--- src/reset_mode_pkg.sv ---
package reset_mode_pkg;

  typedef enum logic [1:0] {
    MODE_SINGLE_CHIP = 2'b00,
    MODE_EXP_8       = 2'b01,
    MODE_EXP_16      = 2'b10
  } op_mode_t;

  typedef enum logic [1:0] {
    EXT_IDLE   = 2'b00,
    EXT_ACTIVE = 2'b01,
    EXT_DONE   = 2'b10
  } ext_state_t;

  // data-pin positions sampled as mode selects
  localparam int DATA_BIT_BUS8     = 1;
  localparam int DATA_BIT_PORTE    = 8;
  localparam int DATA_BIT_PORTF    = 9;
  localparam int DATA_BIT_EMUL     = 10;
  localparam int DATA_BIT_NORMAL   = 11;
  localparam int DATA_BIT_ROM_EMUL = 13;

  localparam int SYNC_STAGES = 2;

  // externally mapped access length
  localparam int EXT_ACCESS_CYCLES = 3;
  localparam logic [1:0] EXT_LAST_COUNT = 2'(EXT_ACCESS_CYCLES - 1);

  localparam logic ADDR_LOW_DISABLE_RESET = 1'b1;
  localparam logic [7:0] PORT_DIR_RESET   = 8'h00;

  // external-map register select codes
  localparam logic [3:0] REG_PORT_A_DATA = 4'h0;
  localparam logic [3:0] REG_PORT_A_DIR  = 4'h1;
  localparam logic [3:0] REG_PORT_B_DATA = 4'h2;
  localparam logic [3:0] REG_PORT_B_DIR  = 4'h3;
  localparam logic [3:0] REG_PORT_E_DATA = 4'h4;
  localparam logic [3:0] REG_PORT_E_DIR  = 4'h5;
  localparam logic [3:0] REG_PORT_E_ASGN = 4'h6;
  localparam logic [3:0] REG_PORT_G_DATA = 4'h7;
  localparam logic [3:0] REG_PORT_G_DIR  = 4'h8;
  localparam logic [3:0] REG_PORT_H_DATA = 4'h9;
  localparam logic [3:0] REG_PORT_H_DIR  = 4'hA;

endpackage : reset_mode_pkg

--- src/ext_access_ctrl.sv ---
`timescale 1ns/1ps
module ext_access_ctrl (
  input  wire logic clk_sys_i,
  input  wire logic rst_b_i,
  input  wire logic start_i,
  output logic      emulator_chip_select_o,
  output logic      done_o
);

  reset_mode_pkg::ext_state_t state;
  reset_mode_pkg::ext_state_t next_state;
  logic [1:0]                 count;
  logic [1:0]                 next_count;

  always_comb begin
    next_state = state;
    next_count = count;
    case (state)
      reset_mode_pkg::EXT_IDLE: begin
        if (start_i) begin
          next_state = reset_mode_pkg::EXT_ACTIVE;
          next_count = 2'h0;
        end
      end
      reset_mode_pkg::EXT_ACTIVE: begin
        next_count = count + 2'h1;
        if (count == reset_mode_pkg::EXT_LAST_COUNT) begin
          next_state = reset_mode_pkg::EXT_DONE;
        end
      end
      default: begin
        next_state = reset_mode_pkg::EXT_IDLE;
      end
    endcase
  end

  always_ff @(posedge clk_sys_i or negedge rst_b_i) begin
    if (!rst_b_i) begin
      state <= reset_mode_pkg::EXT_IDLE;
      count <= 2'h0;
    end else begin
      state <= next_state;
      count <= next_count;
    end
  end

  assign emulator_chip_select_o = (state == reset_mode_pkg::EXT_ACTIVE);
  assign done_o                 = (state == reset_mode_pkg::EXT_DONE);

endmodule : ext_access_ctrl

--- src/pin_sync.sv ---
`timescale 1ns/1ps
module pin_sync #(
  parameter int WIDTH = 1
) (
  input  wire logic             clk_sys_i,
  input  wire logic             rst_b_i,
  input  wire logic [WIDTH-1:0] async_i,
  output logic      [WIDTH-1:0] sync_o
);

  logic [WIDTH-1:0] stage_a;

  always_ff @(posedge clk_sys_i or negedge rst_b_i) begin
    if (!rst_b_i) begin
      stage_a <= '0;
      sync_o  <= '0;
    end else begin
      stage_a <= async_i;
      sync_o  <= stage_a;
    end
  end

endmodule : pin_sync

--- src/reset_mode_configuration.sv ---
// How it works
// - bus-error input low during reset selects single-chip operation
// - single-chip: data pins become ports G/H, address 18..3 ports A/B
// - single-chip: no external data bus; ports A,B,C,E,F,G,H always selected
// - single-chip: low address pins float until disable bit cleared; resets set
// - single-chip: ports C, E, F take shared pins; keep cs0, grant, grant ack
// - clock-source pin high at reset selects synthesizer; low needs external clock
// - breakpoint pin low at reset release enables background debug
// - breakpoint pin high at reset release disables debug; normal exceptions
// - debug enable held until next reset; relatched at every release
// - data10 low, bus-error high, data1 low selects emulator mode
// - emulator: ports A,B,E,G,H registers mapped out; C data and F inside
// - external register access asserts emulator select at strobe fall; no reply
// - external register access lasts three clock cycles
// - data1,10,13 low with bus-error high enables ROM emulation select
// - ROM emulation: on-chip ROM never acknowledges, external cycle runs
// - flash variant drives ROM emulation select high when selected
// - out of reset, pins are ports with inputs selected
// - 8-bit expanded: boot cs, upper cs, grant pins fixed configuration
// - bus-error and data1 high during reset select 8-bit data bus
`timescale 1ns/1ps
module reset_mode_configuration #(
  parameter bit FLASH_VARIANT = 1'b0
) (
  input  wire logic        clk_sys_i,
  input  wire logic        rst_b_i,
  input  wire logic        bus_error_input_i,
  input  wire logic [15:0] data_pins_i,
  input  wire logic        clock_source_select_pin_i,
  input  wire logic        breakpoint_request_pin_i,
  input  wire logic        internal_breakpoint_i,
  input  wire logic        low_address_pin_disable_clear_i,
  input  wire logic        address_strobe_b_i,
  input  wire logic        ext_reg_select_i,
  input  wire logic [3:0]  reg_code_i,
  input  wire logic        rom_access_valid_i,
  output logic [1:0]       op_mode_o,
  output logic             single_chip_o,
  output logic             emulator_mode_o,
  output logic             rom_emulation_o,
  output logic             synth_enable_o,
  output logic             debug_enable_o,
  output logic             background_debug_state_o,
  output logic             breakpoint_exception_o,
  output logic             port_e_select_o,
  output logic             port_f_select_o,
  output logic             port_ab_select_o,
  output logic             port_g_select_o,
  output logic             port_h_select_o,
  output logic             port_c_select_o,
  output logic             external_data_bus_o,
  output logic             low_address_pin_disable_o,
  output logic             low_address_oe_o,
  output logic             fixed_chip_select_cfg_o,
  output logic [7:0]       port_dir_default_o,
  output logic             alt_function_enable_o,
  output logic             emulator_chip_select_o,
  output logic             ext_access_done_o,
  output logic             internal_respond_o,
  output logic             rom_emulation_chip_select_o,
  output logic             rom_acknowledge_o,
  output logic             external_bus_cycle_o
);

  // two-stage capture of pins from outside the clock domain
  logic [15:0] data_sync;
  logic [3:0]  misc_sync;
  logic        bus_error_sync;
  logic        clk_src_sync;
  logic        breakpoint_request_pin_sync;
  logic        strobe_sync;

  pin_sync #(.WIDTH(16)) u_sync_data (
    .clk_sys_i (clk_sys_i),
    .rst_b_i   (rst_b_i),
    .async_i   (data_pins_i),
    .sync_o    (data_sync)
  );

  pin_sync #(.WIDTH(4)) u_sync_misc (
    .clk_sys_i (clk_sys_i),
    .rst_b_i   (rst_b_i),
    .async_i   ({bus_error_input_i, clock_source_select_pin_i,
                 breakpoint_request_pin_i, address_strobe_b_i}),
    .sync_o    (misc_sync)
  );

  assign bus_error_sync = misc_sync[3];
  assign clk_src_sync   = misc_sync[2];
  assign breakpoint_request_pin_sync      = misc_sync[1];
  assign strobe_sync    = misc_sync[0];

  // mode decode from the synchronised pins
  wire sel_single  = !bus_error_sync;
  wire sel_8bit    = bus_error_sync && data_sync[reset_mode_pkg::DATA_BIT_BUS8];
  wire sel_emul    = bus_error_sync && !data_sync[reset_mode_pkg::DATA_BIT_EMUL]
                     && !data_sync[reset_mode_pkg::DATA_BIT_BUS8];
  wire sel_rom_emu = sel_emul && !data_sync[reset_mode_pkg::DATA_BIT_ROM_EMUL];
  wire sel_pe      = !data_sync[reset_mode_pkg::DATA_BIT_PORTE];
  wire sel_pf      = !data_sync[reset_mode_pkg::DATA_BIT_PORTF];

  reset_mode_pkg::op_mode_t next_mode;
  assign next_mode = sel_single ? reset_mode_pkg::MODE_SINGLE_CHIP :
                     (sel_8bit  ? reset_mode_pkg::MODE_EXP_8 : reset_mode_pkg::MODE_EXP_16);

  // sampling runs for three cycles after release, one past the synchroniser delay, then freezes
  logic [1:0] settle;
  logic       latched;

  always_ff @(posedge clk_sys_i or negedge rst_b_i) begin
    if (!rst_b_i) begin
      settle  <= 2'h0;
      latched <= 1'b0;
    end else if (!latched) begin
      settle  <= settle + 2'h1;
      latched <= (settle == 2'(reset_mode_pkg::SYNC_STAGES));
    end
  end

  reset_mode_pkg::op_mode_t mode;
  logic mode_emul;
  logic mode_rom_emu;
  logic mode_pe;
  logic mode_pf;
  logic mode_synth;
  logic mode_debug;

  always_ff @(posedge clk_sys_i or negedge rst_b_i) begin
    if (!rst_b_i) begin
      mode         <= reset_mode_pkg::MODE_SINGLE_CHIP;
      mode_emul    <= 1'b0;
      mode_rom_emu <= 1'b0;
      mode_pe      <= 1'b1;
      mode_pf      <= 1'b1;
      mode_synth   <= 1'b1;
      mode_debug   <= 1'b0;
    end else if (!latched) begin
      mode         <= next_mode;
      mode_emul    <= sel_emul;
      mode_rom_emu <= sel_rom_emu;
      mode_pe      <= sel_pe;
      mode_pf      <= sel_pf;
      mode_synth   <= clk_src_sync;
      mode_debug   <= !breakpoint_request_pin_sync;
    end
  end

  wire is_single = (mode == reset_mode_pkg::MODE_SINGLE_CHIP);
  wire is_8bit   = (mode == reset_mode_pkg::MODE_EXP_8);

  assign op_mode_o       = mode;
  assign single_chip_o   = is_single;
  assign emulator_mode_o = mode_emul && !is_single;
  assign rom_emulation_o = mode_rom_emu && !is_single;
  assign synth_enable_o  = mode_synth;
  assign debug_enable_o  = mode_debug;

  // breakpoint routing after mode is settled
  wire breakpoint_request_pin_event = latched && (!breakpoint_request_pin_sync || internal_breakpoint_i);
  assign background_debug_state_o = breakpoint_request_pin_event && mode_debug;
  assign breakpoint_exception_o   = breakpoint_request_pin_event && !mode_debug;

  // pin-function selection
  assign port_ab_select_o    = is_single;
  assign port_g_select_o     = is_single;
  assign port_h_select_o     = is_single || is_8bit;
  assign port_c_select_o     = is_single;
  assign port_e_select_o     = is_single || mode_pe;
  assign port_f_select_o     = is_single || mode_pf;
  assign external_data_bus_o = !is_single;
  assign fixed_chip_select_cfg_o = is_8bit;

  // default port state out of reset
  assign port_dir_default_o    = reset_mode_pkg::PORT_DIR_RESET;
  assign alt_function_enable_o = 1'b0;

  // low address pin disable bit, set at reset
  logic low_addr_disable;

  always_ff @(posedge clk_sys_i or negedge rst_b_i) begin
    if (!rst_b_i) begin
      low_addr_disable <= reset_mode_pkg::ADDR_LOW_DISABLE_RESET;
    end else if (low_address_pin_disable_clear_i) begin
      low_addr_disable <= 1'b0;
    end
  end

  assign low_address_pin_disable_o = low_addr_disable;
  assign low_address_oe_o = !(is_single && low_addr_disable);

  // externally mapped register decode
  wire code_ext = (reg_code_i == reset_mode_pkg::REG_PORT_A_DATA) ||
                  (reg_code_i == reset_mode_pkg::REG_PORT_A_DIR)  ||
                  (reg_code_i == reset_mode_pkg::REG_PORT_B_DATA) ||
                  (reg_code_i == reset_mode_pkg::REG_PORT_B_DIR)  ||
                  (reg_code_i == reset_mode_pkg::REG_PORT_E_DATA) ||
                  (reg_code_i == reset_mode_pkg::REG_PORT_E_DIR)  ||
                  (reg_code_i == reset_mode_pkg::REG_PORT_E_ASGN) ||
                  (reg_code_i == reset_mode_pkg::REG_PORT_G_DATA) ||
                  (reg_code_i == reset_mode_pkg::REG_PORT_G_DIR)  ||
                  (reg_code_i == reset_mode_pkg::REG_PORT_H_DATA) ||
                  (reg_code_i == reset_mode_pkg::REG_PORT_H_DIR);
  wire ext_hit  = emulator_mode_o && ext_reg_select_i && code_ext;

  // strobe falling edge from synchronised level
  logic strobe_prev;

  always_ff @(posedge clk_sys_i or negedge rst_b_i) begin
    if (!rst_b_i) begin
      strobe_prev <= 1'b0;
    end else begin
      strobe_prev <= strobe_sync;
    end
  end

  wire strobe_fall = strobe_prev && !strobe_sync;
  wire ext_start   = strobe_fall && ext_hit;

  ext_access_ctrl u_ext (
    .clk_sys_i              (clk_sys_i),
    .rst_b_i                (rst_b_i),
    .start_i                (ext_start),
    .emulator_chip_select_o (emulator_chip_select_o),
    .done_o                 (ext_access_done_o)
  );

  assign internal_respond_o = ext_reg_select_i && !ext_hit;

  // ROM emulation chip select and acknowledge
  assign rom_emulation_chip_select_o = rom_emulation_o &&
                                       (FLASH_VARIANT || rom_access_valid_i);
  assign rom_acknowledge_o    = rom_access_valid_i && !rom_emulation_o;
  assign external_bus_cycle_o = rom_access_valid_i && rom_emulation_o;

  chk_single_low_oe: assert property (@(posedge clk_sys_i) disable iff (!rst_b_i)
    (is_single && low_addr_disable) |-> !low_address_oe_o)
    else $error("low address pins driven while disabled");
  chk_ext_three_cycles: assert property (@(posedge clk_sys_i) disable iff (!rst_b_i)
    $rose(emulator_chip_select_o) |-> emulator_chip_select_o [*3] ##1 !emulator_chip_select_o)
    else $error("external access length wrong");
  chk_ext_no_reply: assert property (@(posedge clk_sys_i) disable iff (!rst_b_i)
    ext_hit |-> !internal_respond_o)
    else $error("device replied to external register");
  chk_ext_start: assert property (@(posedge clk_sys_i) disable iff (!rst_b_i)
    ext_start |=> emulator_chip_select_o)
    else $error("emulator select missing after strobe");
  chk_mode_hold: assert property (@(posedge clk_sys_i) disable iff (!rst_b_i)
    latched |=> $stable(mode) && $stable(mode_debug))
    else $error("mode changed after latch");
  chk_rom_no_ack: assert property (@(posedge clk_sys_i) disable iff (!rst_b_i)
    rom_emulation_o |-> !rom_acknowledge_o)
    else $error("rom acknowledged during emulation");
  chk_single_ports: assert property (@(posedge clk_sys_i) disable iff (!rst_b_i)
    is_single |-> port_ab_select_o && port_g_select_o && port_e_select_o
                  && port_f_select_o && !external_data_bus_o)
    else $error("single-chip ports not selected");
  chk_debug_route: assert property (@(posedge clk_sys_i) disable iff (!rst_b_i)
    breakpoint_request_pin_event |-> (background_debug_state_o == mode_debug))
    else $error("breakpoint routing wrong");
  chk_latch_time: assert property (@(posedge clk_sys_i) disable iff (!rst_b_i)
    !latched |-> ##[1:3] latched)
    else $error("mode latch late");
  chk_ext_from_strobe: assert property (@(posedge clk_sys_i) disable iff (!rst_b_i)
    $rose(emulator_chip_select_o) |-> $past(ext_start))
    else $error("emulator select without strobe fall");
  chk_ext_done_after: assert property (@(posedge clk_sys_i) disable iff (!rst_b_i)
    $fell(emulator_chip_select_o) |-> ext_access_done_o)
    else $error("access end not flagged");
  chk_ext_needs_emul: assert property (@(posedge clk_sys_i) disable iff (!rst_b_i)
    ext_start |-> emulator_mode_o)
    else $error("external access outside emulator mode");
  chk_single_no_emul: assert property (@(posedge clk_sys_i) disable iff (!rst_b_i)
    is_single |-> !emulator_mode_o && !rom_emulation_o)
    else $error("emulation active in single-chip mode");
  chk_ext_bus_mode: assert property (@(posedge clk_sys_i) disable iff (!rst_b_i)
    !is_single |-> external_data_bus_o && !port_ab_select_o && !port_g_select_o)
    else $error("expanded mode kept single-chip ports");
  chk_abd_sticky: assert property (@(posedge clk_sys_i) disable iff (!rst_b_i)
    !low_addr_disable |=> !low_addr_disable)
    else $error("low address disable set again");
  chk_rom_cs_idle: assert property (@(posedge clk_sys_i) disable iff (!rst_b_i)
    !rom_emulation_o |-> !rom_emulation_chip_select_o)
    else $error("rom emulation select outside emulation");
  chk_rom_cs_window: assert property (@(posedge clk_sys_i) disable iff (!rst_b_i)
    (!FLASH_VARIANT && !rom_access_valid_i) |-> !rom_emulation_chip_select_o)
    else $error("rom emulation select without access");
  chk_rom_ext_cycle: assert property (@(posedge clk_sys_i) disable iff (!rst_b_i)
    (rom_emulation_o && rom_access_valid_i) |-> external_bus_cycle_o)
    else $error("no external cycle for emulated rom");
  chk_debug_split: assert property (@(posedge clk_sys_i) disable iff (!rst_b_i)
    breakpoint_request_pin_event |-> (background_debug_state_o != breakpoint_exception_o))
    else $error("breakpoint routed both ways");
  chk_no_event_idle: assert property (@(posedge clk_sys_i) disable iff (!rst_b_i)
    !breakpoint_request_pin_event |-> !background_debug_state_o && !breakpoint_exception_o)
    else $error("breakpoint routed without event");
  chk_synth_hold: assert property (@(posedge clk_sys_i) disable iff (!rst_b_i)
    latched |=> $stable(mode_synth) && $stable(mode_emul) && $stable(mode_rom_emu))
    else $error("clock or emulation choice changed after latch");
  chk_8bit_fixed: assert property (@(posedge clk_sys_i) disable iff (!rst_b_i)
    is_8bit |-> fixed_chip_select_cfg_o && !emulator_mode_o)
    else $error("8-bit mode configuration wrong");

  cov_single: cover property (@(posedge clk_sys_i) latched && is_single);
  cov_emul: cover property (@(posedge clk_sys_i) $rose(emulator_chip_select_o));
  cov_rom: cover property (@(posedge clk_sys_i) rom_emulation_chip_select_o);
  cov_debug: cover property (@(posedge clk_sys_i) background_debug_state_o);
  cov_rom_ext: cover property (@(posedge clk_sys_i) external_bus_cycle_o);

endmodule : reset_mode_configuration

--- config.mk ---
export PLATFORM = sky130hd
export DESIGN_NAME = reset_mode_configuration
export DESIGN_NICKNAME = d
export VERILOG_FILES = /design/src/reset_mode_pkg.sv /design/src/ext_access_ctrl.sv /design/src/pin_sync.sv /design/src/reset_mode_configuration.sv
export SDC_FILE = /design/constraint.sdc
export NUM_CORES = 1
export LEC_CHECK = 0
export BUFFER_PORTS_ARGS = -buffer_cell sky130_fd_sc_hd__buf_2
export CAP_MARGIN = 10
export CORE_MARGIN = 3
export CORE_UTILIZATION = 48
export DETAILED_ROUTE_END_ITERATION = 8
export HOLD_SLACK_MARGIN = 0.05
export PLACE_DENSITY = 0.82
export RECOVER_POWER = 100
export SLEW_MARGIN = 20
export SYNTH_ARGS = -nofsm -noshare
export SYNTH_HDL_FRONTEND = slang
export SYNTH_SLANG_ARGS = --single-unit
--- constraint.sdc ---
create_clock -name clk_sys_i -period 2.5 [get_ports clk_sys_i]
set_clock_uncertainty 0.15 [all_clocks]
set_input_delay 0.375 -clock clk_sys_i [delete_from_list [all_inputs] [get_ports clk_sys_i]]
set_output_delay 0.375 -clock clk_sys_i [all_outputs]
set_load 0.1 [all_outputs]
# Word-level counts from Yosys, hierarchy flattened
# Index checks and enable logic that the tools add are counted.
dict set report classes {
  mux 8
  bitwise 0
  shifts 0
  n_addsub 2
  div 0
  n_reduce_logical 49
  magnitude_cmp 0
  n_eq_ne 17
  mul 0
}
# cell n
set op_table {}
lappend op_table {{1-bit logical AND} 17}
lappend op_table {{4-bit by 3-bit == test with 1-bit output (second input constant)} 4}
lappend op_table {{1-bit logical OR} 14}
lappend op_table {{4-bit == test (second input constant)} 3}
lappend op_table {{1-bit logical NOT} 12}
lappend op_table {{2-bit two-way mux} 5}
lappend op_table {{4-bit by 2-bit == test with 1-bit output (second input constant)} 2}
lappend op_table {{2-bit one-hot mux with 2 select lines} 2}
lappend op_table {{2-bit == test (second input constant)} 3}
lappend op_table {{2-bit by 1-bit adder with 2-bit output (second input constant)} 2}
lappend op_table {{2-bit by 1-bit == test with 1-bit output (second input constant)} 2}
lappend op_table {{4-bit by 1-bit == test with 1-bit output (second input constant)} 1}
lappend op_table {{2-bit logical NOT} 2}
lappend op_table {{4-bit logical NOT} 1}
lappend op_table {{2-bit AND reduction} 2}
lappend op_table {{2-bit by 1-bit != test with 1-bit output (second input constant)} 1}
lappend op_table {{2-bit != test (second input constant)} 1}
lappend op_table {{2-bit nonzero test} 1}
lappend op_table {{1-bit two-way mux} 1}
dict set report word_totals {
  register_bits 53
  in_bits 30
  n_memories 0
  latch_bits 0
  mem_bits_ro 0
  output_inout_bits 34
  mem_bits_rw 0
}

# Logic depth before layout (Yosys ltp)
# Gate-level depths: netlist of the first run.
dict set report depth {
  ltp_word 15
  ltp_mapped 4
}

# Hierarchy
# Synthesis of the first run repeated with hierarchy kept, for this count alone.
dict set report hier_totals {
  cells_unflattened 129
  area_unflattened_um2 1916.8
}
# module cells_per_inst n_inst seq_area_each_um2 area_each_um2
set by_module_without_submodules {}
lappend by_module_without_submodules {{pin_sync at u_sync_data} 32 1 800.8 800.8}
lappend by_module_without_submodules {reset_mode_configuration 75 1 330.3 718.2}
lappend by_module_without_submodules {{pin_sync at u_sync_misc} 8 1 200.2 200.2}
lappend by_module_without_submodules {ext_access_ctrl 14 1 100.1 197.7}

# Worst setup path after synthesis of the first run
# Ideal clock, no wire load.
dict set report synth_path {
  kind {reg2out}
  from {register mode_debug (netlist: debug_enable_o)}
  to {output port breakpoint_exception_o}
  path_stages_with_launch 2
  arrival_ns 3.083
  slack_ns -1.108
  required_ns 1.975
  path_cell_list {dfrtp_1 -> nor3b_1}
}
dict set report synth_via {
  elab_chain_len 2
}
# element line_no
set synth_lines {}
lappend synth_lines {{start: declaration} reset_mode_configuration.sv:126} ;# logic mode_debug;
lappend synth_lines {{start signal: assignment} reset_mode_configuration.sv:144} ;# mode_debug <= !breakpoint_request_pin_sync;
lappend synth_lines {{1-bit logical NOT} reset_mode_configuration.sv:161} ;# assign breakpoint_exception_o = breakpoint_request_pin_event && !mode_debug;
lappend synth_lines {{1-bit logical AND} reset_mode_configuration.sv:161}
lappend synth_lines {{end: declaration} reset_mode_configuration.sv:44} ;# output logic breakpoint_exception_o,
# Every way passes these cells.

# Worst setup path in the final report of the first run
dict set report layout_path {
  from {register mode[0] (netlist: op_mode_o[0])}
  to {output port rom_acknowledge_o}
}
dict set report layout_via {
  elab_chain_len 5
}
# element line_no
set layout_lines {}
lappend layout_lines {{start: declaration} reset_mode_configuration.sv:120} ;# reset_mode_pkg::op_mode_t mode;
lappend layout_lines {{start signal: assignment} reset_mode_configuration.sv:130} ;# mode <= reset_mode_pkg::MODE_SINGLE_CHIP;
lappend layout_lines {{start signal: assignment} reset_mode_configuration.sv:138} ;# mode <= next_mode;
lappend layout_lines {{2-bit logical NOT} reset_mode_configuration.sv:148} ;# wire is_single = (mode == reset_mode_pkg::MODE_SINGLE_CHIP);
lappend layout_lines {{1-bit logical NOT} reset_mode_configuration.sv:154} ;# assign rom_emulation_o = mode_rom_emu && !is_single;
lappend layout_lines {{1-bit logical AND} reset_mode_configuration.sv:154}
lappend layout_lines {{1-bit logical NOT} reset_mode_configuration.sv:232} ;# assign rom_acknowledge_o = rom_access_valid_i && !rom_emulation_o;
lappend layout_lines {{1-bit logical AND} reset_mode_configuration.sv:232}
lappend layout_lines {{end: declaration} reset_mode_configuration.sv:61} ;# output logic rom_acknowledge_o,
# Every way passes these cells.

==> results of run 1 <==
worst min-delay path by stage:
stage	cells after the start	to	slack, ns
floorplan	0	debug_enable_o	-0.07
global placement	0	u_sync_data.sync_o[10]	0.18
detailed placement	0	u_sync_data.sync_o[8]	0.19
CTS	0	u_sync_misc.sync_o[0]	0.21
global route	0	u_sync_data.sync_o[13]	0.21
finish	0	u_sync_data.sync_o[13]	0.20
cell usage after synthesis:
cell type	n
sky130_fd_sc_hd__a211oi_2	1
sky130_fd_sc_hd__o31ai_1	1
sky130_fd_sc_hd__dfstp_2	4
sky130_fd_sc_hd__and3_2	1
sky130_fd_sc_hd__o21ai_0	7
sky130_fd_sc_hd__a21oi_1	1
sky130_fd_sc_hd__a22o_1	1
sky130_fd_sc_hd__o22ai_1	1
sky130_fd_sc_hd__mux2i_1	2
sky130_fd_sc_hd__inv_1	11
sky130_fd_sc_hd__ha_1	2
sky130_fd_sc_hd__nand3b_1	1
sky130_fd_sc_hd__nor2b_2	1
sky130_fd_sc_hd__xnor2_1	1
sky130_fd_sc_hd__nand2b_1	2
sky130_fd_sc_hd__and2b_2	1
sky130_fd_sc_hd__conb_1	1
sky130_fd_sc_hd__a21o_1	1
sky130_fd_sc_hd__mux2_2	1
sky130_fd_sc_hd__or2_1	1
sky130_fd_sc_hd__buf_4	13
sky130_fd_sc_hd__nor2b_1	4
sky130_fd_sc_hd__buf_2	2
sky130_fd_sc_hd__nand4bb_1	1
sky130_fd_sc_hd__and2_4	1
sky130_fd_sc_hd__nand2_1	12
sky130_fd_sc_hd__or2_2	1
sky130_fd_sc_hd__nor2_1	2
sky130_fd_sc_hd__buf_6	1
sky130_fd_sc_hd__nor3b_1	1
sky130_fd_sc_hd__dfrtp_1	31
worst register-to-register path, cell delays in order, from the launching register on:
cell and delay [ns]:
sky130_fd_sc_hd__dfrtp_1 0.37, sky130_fd_sc_hd__clkbuf_1 0.52, sky130_fd_sc_hd__mux2_2 0.41
layout make-up:
cell class	count	area share (%)
Timing Repair Buffer	55	18.7
Clock buffer	8	3.97
Inverter	11	2.60
Multi-Input combinational cell	57	21.4
Tap cell	30	2.16
Sequential cell	35	51.2
logic make-up (layout without fill, tap and decap cells):
group	count (synthesis)	count (layout)	synth area share, %
other	1	9	0.277
XOR/XNOR	1	1	0.646
adder cells (fa/ha/maj)	2	2	1.85
AO/OA/AOI/OAI	13	13	6.09
buffers and inverters	27	74	11.8
multiplexers	3	3	2.31
flip-flops	35	35	65.0
AND/OR/NAND/NOR	29	29	12.0
through the flow:
| step | power, mW | setup TNS (ns) | util (%) | cells | setup WS (ns) |
|---|---|---|---|---|---|
| floorplan | 0.924 | -0.154 | - | 119 | -0.135 |
| global placement | 0.945 | 0 | 60.6 | 177 | 0.471 |
| detailed placement | 0.961 | 0 | 60.6 | 177 | 0.449 |
| CTS | 1.30 | 0 | 67.5 | 196 | 0.0744 |
| global route | 1.35 | 0 | 67.0 | 196 | 0.0112 |
| finish | 1.29 | 0 | 67.0 | 196 | 0.0915 |
flip-flops by register name (all words and copies together), names as in the netlist:
signal	count
latched	1
debug_enable_o	1
u_ext.count	2
u_sync_data.sync_o	5
u_sync_misc.stage_a	4
u_sync_misc.sync_o	4
mode_pe	1
synth_enable_o	1
mode_rom_emu	1
settle	2
u_ext.state	2
op_mode_o	2
mode_pf	1
mode_emul	1
u_sync_data.stage_a	5
strobe_prev	1
low_address_pin_disable_o	1
metal layers:
metal  track usage, %  wire, um
met1             13.9       782
met2             25.9      1230
met3             4.58       144
met4             6.80        36
met5                0         0
power by group:
part / switching, mW / internal, mW
Sequential: 0.0196 / 0.608
Clock: 0.164 / 0.165
Combinational: 0.269 / 0.0610
Total: 0.452 / 0.834
==> results.rst, run 1 <==
.. list-table::
   :header-rows: 1

   * - Metric
     - Value
   * - RSZ-0062 raised after global routing
     - false
   * - Number of iterations in the first detailed-routing pass
     - 4
   * - Tightest Pin Transition
     - approximately 1.2 ns
   * - Shortest clock period the worst path allows after layout
     - 2.41 ns
   * - Maximum number of pins on one net before global-route repair
     - 36
   * - Crit Path Category
     - register to output port
   * - Number of input and output port buffers inserted
     - 43
   * - Worst-path cell with the longest stage delay
     - sky130_fd_sc_hd__dfrtp_4
   * - Total number of cells along the worst setup path
     - 4
   * - Synth cell types
     - 31
   * - Standard-cell row count
     - 18
   * - Top cell type by total area after synthesis
     - sky130_fd_sc_hd__dfrtp_1
   * - Count of vias placed by the detailed router
     - roughly 900
   * - DRC marker count from the first detailed-route iteration
     - 28
   * - Clock Tree Buf Depth
     - 2
   * - Multi-input combinational cell area
     - 370 um^2
   * - Hold WC Path Type
     - register to register
   * - Crit Reg-Reg Startpoint
     - latched
   * - Clock sinks
     - 35
   * - Gate count after technology mapping
     - 111
   * - Yosys warning count
     - 0
   * - # Max-Cap Violations
     - 0
   * - Critical Path Max Stage Delay
     - 0.51 ns
   * - Die footprint
     - 3500 um^2
   * - Top post-synthesis cells by area
     - sky130_fd_sc_hd__dfrtp_1 (57%), sky130_fd_sc_hd__dfstp_2 (7.8%), sky130_fd_sc_hd__buf_4 (7.2%)
   * - Leakage power of the design
     - a little under 0.9 nW
   * - Chain of cells forming the critical path
     - or2_1 > and2_4 > nor2b_4 > buf_2
   * - R2R cell count
     - 2
   * - Post-layout instance area
     - 1730 um^2
   * - # H-tree levels
     - 2
   * - Average cell area after synthesis
     - 12.2 um^2
   * - Worst voltage drop across the vdd grid
     - around 0.53 mV
   * - Crit end category
     - output port
   * - Sequential standard cell area
     - 888 um^2
   * - Final Hold Viols
     - 0
   * - Placed cell areas
     - roughly 1600 um^2
   * - Initial Utilization
     - a little over half
   * - Global-route total usage across every layer
     - between 10% and 20%
   * - Pins Over Slew Limit
     - 0
   * - Total global routing overflow
     - 0
   * - Total CTS buffers
     - 5
   * - Worst hold-check slack
     - 0.201 ns
   * - Family with the most delay on the worst path
     - simple AND/OR/NAND/NOR gates
   * - Drt total wl
     - approximately 2200 um
   * - Crit path launch
     - op_mode_o[0]
   * - Required time of the critical path
     - around 2.0 ns
   * - Average wire per cell in the routed design
     - 11.2 um
   * - Number of hold-repair buffers added at the cts stage
     - 11
   * - Number of diodes added for antenna fixing
     - 0
   * - Top achievable clock speed
     - 415 MHz
   * - Most frequent cells in the layout
     - sky130_fd_sc_hd__dfrtp_1 (29), sky130_fd_sc_hd__clkbuf_2 (20), sky130_fd_sc_hd__buf_2 (19)
   * - TritonCTS clock tree
     - yes
   * - Number of top-level pins
     - 64
   * - Post-route fraction of the period consumed by the critical path
     - between 90% and 100%
   * - Most common cell after layout, fill and taps aside
     - sky130_fd_sc_hd__dfrtp_1
   * - Layout cells sized above 1
     - 38.0%
   * - Mean number of vias per cell
     - 4.62
   * - Core area
     - 2590 um^2
   * - Category of the worst setup path launch point
     - register
   * - Status
     - completed
   * - Fill cell instance count of the final layout
     - ~180
   * - Drc violations
     - 0
   * - Top cell type's share of synthesized area
     - approximately 57%
   * - Worst setup path endpoint
     - rom_acknowledge_o
   * - Worst-case register-to-register setup slack
     - approximately 1 ns
   * - Summed instance area of the synthesized netlist
     - 1360 um^2
   * - Layout Area Growth over Synthesis
     - 28.0%
   * - Final count of negative-setup-slack endpoints
     - 0
   * - Buffer count from post-CTS setup fixing
     - 0
   * - Final RePlAce weighted congestion
     - 0.725
   * - Global-route wire length before repair
     - 3580 um
   * - Number of nets in the layout
     - 197
   * - Die Width
     - 59.1 um
   * - Part of the Yosys area used for sequential elements
     - 65.0%
   * - Bufs and invs on worst path
     - 1
   * - Clock-pin slew on the worst setup and hold paths
     - 0.10 ns
   * - CTS Root Buffer Type
     - sky130_fd_sc_hd__clkbuf_4
   * - Initial antenna violation count
     - 0
   * - Start point of the worst hold path
     - u_sync_data.stage_a[13]
   * - Quantity of gates resized following cts
     - 0
   * - Critical path peak fanout
     - 6
   * - Vertical die dimension
     - ~59 um
   * - Headroom to the max-slew limit
     - 22.7%
   * - ANT nets after route
     - 0
   * - Detailed placement HPWL
     - 1630 um
   * - Vias in the first global route
     - 902
   * - FF+latch count, synth
     - 35
   * - Data arrival time of the critical path
     - 1.88 ns
   * - Worst-skew pair later-pin latency
     - 0.32 ns
   * - Power density cells
     - roughly 740 nW/um^2
   * - Worst reg2reg endpoint
     - synth_enable_o
Note: power is estimated with default switching activity, not from simulation.
==> inputs of run 2 (changes only) <==
Settings changed: BUFFER_PORTS_ARGS -buffer_cell sky130_fd_sc_hd__buf_2 to default, CORE_UTILIZATION 48 to 60, DONT_BUFFER_PORTS from default to 1, PLACE_DENSITY 0.82 to 0.76, RECOVER_POWER 100 to 50.
==> run 2 against run 1 <==
Net effect:
- via count is 13% lower
- fmax grew 5.3%
- sequential power up 0.6%
- total power up 0.79%
- combinational power is 4% higher
- worst hold slack worse by 0.055 ns
- critical path depth unchanged
- critical path type unchanged
==> results.rst, run 2 (synthesis results as in run 1) <==
.. list-table::
   :header-rows: 1

   * - Metric
     - Value
   * - Status
     - completed (unchanged)
   * - Worst-skew pair later-pin latency
     - 0.31 ns (was 0.32 ns)
   * - Total global routing overflow
     - 0 (unchanged)
   * - RSZ-0062 raised after global routing
     - false (unchanged)
   * - Most frequent cells in the layout
     - sky130_fd_sc_hd__dfrtp_1 (29), sky130_fd_sc_hd__buf_4 (12), sky130_fd_sc_hd__nand2_1 (11), sky130_fd_sc_hd__dlygate4sd3_1 (11), sky130_fd_sc_hd__inv_1 (10) (was sky130_fd_sc_hd__dfrtp_1 (29), sky130_fd_sc_hd__clkbuf_2 (20), sky130_fd_sc_hd__buf_2 (19))
   * - Clock-pin slew on the worst setup and hold paths
     - 0.10 ns (about the same)
   * - Global-route wire length before repair
     - 3410 um (was 3580 um)
   * - Crit Reg-Reg Startpoint
     - op_mode_o[0] (was latched)
   * - Most common cell after layout, fill and taps aside
     - sky130_fd_sc_hd__dfrtp_1 (unchanged)
   * - Post-layout instance area
     - 1760 um^2 (was 1730 um^2)
   * - Worst-path cell with the longest stage delay
     - sky130_fd_sc_hd__dfrtp_4 (unchanged)
   * - Initial antenna violation count
     - 0 (unchanged)
   * - Tightest Pin Transition
     - 0.585 ns (was 1.16 ns)
   * - Clock sinks
     - 35 (unchanged)
   * - ANT nets after route
     - 0 (unchanged)
   * - Worst reg2reg endpoint
     - u_ext.state[0] (was synth_enable_o)
   * - Drt total wl
     - 2090 um (was 2200 um)
   * - Leakage power of the design
     - 0.849 nW (was 0.890 nW)
   * - # Max-Cap Violations
     - 0 (unchanged)
   * - Final count of negative-setup-slack endpoints
     - 0 (unchanged)
   * - Number of diodes added for antenna fixing
     - 0 (unchanged)
   * - DRC marker count from the first detailed-route iteration
     - 9 (was 28)
   * - Core area
     - 2040 um^2 (was 2590 um^2)
   * - Initial Utilization
     - 66.4% (was 52.3%)
   * - Crit Path Category
     - register to output port (unchanged)
   * - Vias in the first global route
     - 784 (was 902)
   * - Vertical die dimension
     - 53.5 um (was 59.1 um)
   * - Count of vias placed by the detailed router
     - 791 (was 905)
   * - Critical Path Max Stage Delay
     - 0.49 ns (was 0.51 ns)
   * - Met1 demand-to-capacity share in global routing
     - 19.6% (was 13.9%)
   * - Power density cells
     - 737 nW/um^2 (was 742 nW/um^2)
   * - Final Hold Viols
     - 0 (unchanged)
   * - Post-route fraction of the period consumed by the critical path
     - 91.5% (was 96.3%)
   * - Required time of the critical path
     - 1.98 ns (about the same)
   * - Pins Over Slew Limit
     - 0 (unchanged)
   * - Worst hold-check slack
     - 0.146 ns (was 0.201 ns)
   * - Biggest regs
     - u_sync_data.stage_a (5), u_sync_data.sync_o (5) (unchanged)
   * - Chain of cells forming the critical path
     - or2_1 > buf_4 > nand2_1 > buf_4 (was or2_1 > and2_4 > nor2b_4 > buf_2)
   * - Number of top-level pins
     - 64 (unchanged)
   * - Die footprint
     - 2860 um^2 (was 3500 um^2)
   * - Detailed placement HPWL
     - 1530 um (was 1630 um)
   * - Worst-case register-to-register setup slack
     - 1.13 ns (was 0.99 ns)
   * - R2R cell count
     - 3 (was 2)
   * - CTS Root Buffer Type
     - sky130_fd_sc_hd__clkbuf_4 (unchanged)
   * - Cells on Worst Hold Path
     - 2 (was 0)
   * - Most congested layer reported by global routing
     - met2 (unchanged)
   * - Headroom to the max-slew limit
     - 61.0% (was 22.7%)
   * - Critical path peak fanout
     - 4 (was 6)
   * - TritonCTS clock tree
     - yes (unchanged)
   * - Mean number of vias per cell
     - 4.71 (was 4.62)
   * - Crit end category
     - output port (unchanged)
   * - Number of iterations in the first detailed-routing pass
     - 4 (unchanged)
   * - # H-tree levels
     - 2 (unchanged)
   * - Met3 global-route usage
     - 7.04% (was 4.58%)
   * - Layout Area Growth over Synthesis
     - 29.9% (was 28.0%)
   * - Shortest clock period the worst path allows after layout
     - 2.29 ns (was 2.41 ns)
   * - Hold WC Path Type
     - input pin to register (was register to register)
   * - Data arrival time of the critical path
     - 1.76 ns (was 1.88 ns)
   * - Top achievable clock speed
     - 437 MHz (was 415 MHz)
   * - Number of nets in the layout
     - 172 (was 197)
   * - Die Width
     - 53.5 um (was 59.1 um)
   * - Placed cell areas
     - 1560 um^2 (was 1570 um^2)
   * - Number of input and output port buffers inserted
     - 0 (was 43)
   * - Placed Cells incl. Taps
     - 148 (was 177)
   * - Global-route total usage across every layer
     - 17.4% (was 14.0%)
   * - Average wire per cell in the routed design
     - 12.4 um (was 11.2 um)
   * - Worst voltage drop across the vdd grid
     - 0.695 mV (was 0.531 mV)
   * - Cell mode on critical path
     - sky130_fd_sc_hd__buf_4
   * - Maximum number of pins on one net before global-route repair
     - 36 (unchanged)
   * - Start point of the worst hold path
     - reg_code_i[3] (was u_sync_data.stage_a[13])
   * - Met2 Use GR
     - 29.6% (was 25.9%)
   * - Total CTS buffers
     - 5 (unchanged)
   * - Layout cells sized above 1
     - 31.9% (was 38.0%)
   * - Clock Tree Buf Depth
     - 2 (unchanged)
   * - Standard-cell row count
     - 16 (was 18)
   * - Final Non-Filler Cells
     - 168 (was 196)
   * - Category of the worst setup path launch point
     - register (unchanged)
   * - Worst hold endpoint
     - u_ext.count[1] (was u_sync_data.sync_o[13])
   * - Final RePlAce weighted congestion
     - 0.761 (was 0.725)
   * - Drc violations
     - 0 (unchanged)
   * - Overall power
     - 1.30 mW (was 1.29 mW)
[run 2: worst max-delay path by stage]
stage,cells after the start,startpoint,end
2_1_floorplan,1,debug_enable_o,breakpoint_exception_o
3_3_place_gp,4,op_mode_o[0],port_e_select_o
3_5_place_dp,4,op_mode_o[0],port_f_select_o
4_1_cts,4,op_mode_o[0],port_f_select_o
5_1_grt,4,op_mode_o[0],port_e_select_o
6_report,4,op_mode_o[0],port_f_select_o
[run 2: cell type report]
type	instances	area, um^2
flip-flops and latches	35	888
multi-input cells	57	384
repair buffers	30	340
fillers	97	282
clock buffers	8	68.8
inverters	11	45.0
well taps	27	33.8
[run 2: power breakdown]
| part | total (mW) | switching (mW) | internal [mW] |
|---|---|---|---|
| Clock | 0.322 | 0.157 | 0.165 |
| Sequential | 0.631 | 0.0234 | 0.608 |
| Combinational | 0.343 | 0.266 | 0.0768 |
| Total | 1.30 | 0.446 | 0.850 |
[run 2: timing repair]
item | in CTS | in global routing
hold buffers | 12 | 0
resized for setup | 0 | 0
setup buffers | 0 | 0
hold endpoints to repair | 45 | 0
[run 2: per-stage QoR]
step,util [%],setup TNS [ns],setup WS (ns)
floorplan,-,-0.154,-0.135
global placement,76.5,0,0.573
detailed placement,76.5,0,0.552
CTS,86.2,0,0.185
global route,86.2,0,0.136
finish,86.2,0,0.213
[run 2: worst max-delay path, delay by kind of cell (launching register included)]
family	cells	cell delay, ns
AND/OR/NAND/NOR	2	0.41
buffers and inverters	2	0.56
flip-flops	1	0.49
[run 2: layer usage]
metal	wire length, um	vias up
met3	166	0
li1	-	390
met1	768	368
met4	0	0
met5	0	-
met2	1150	33
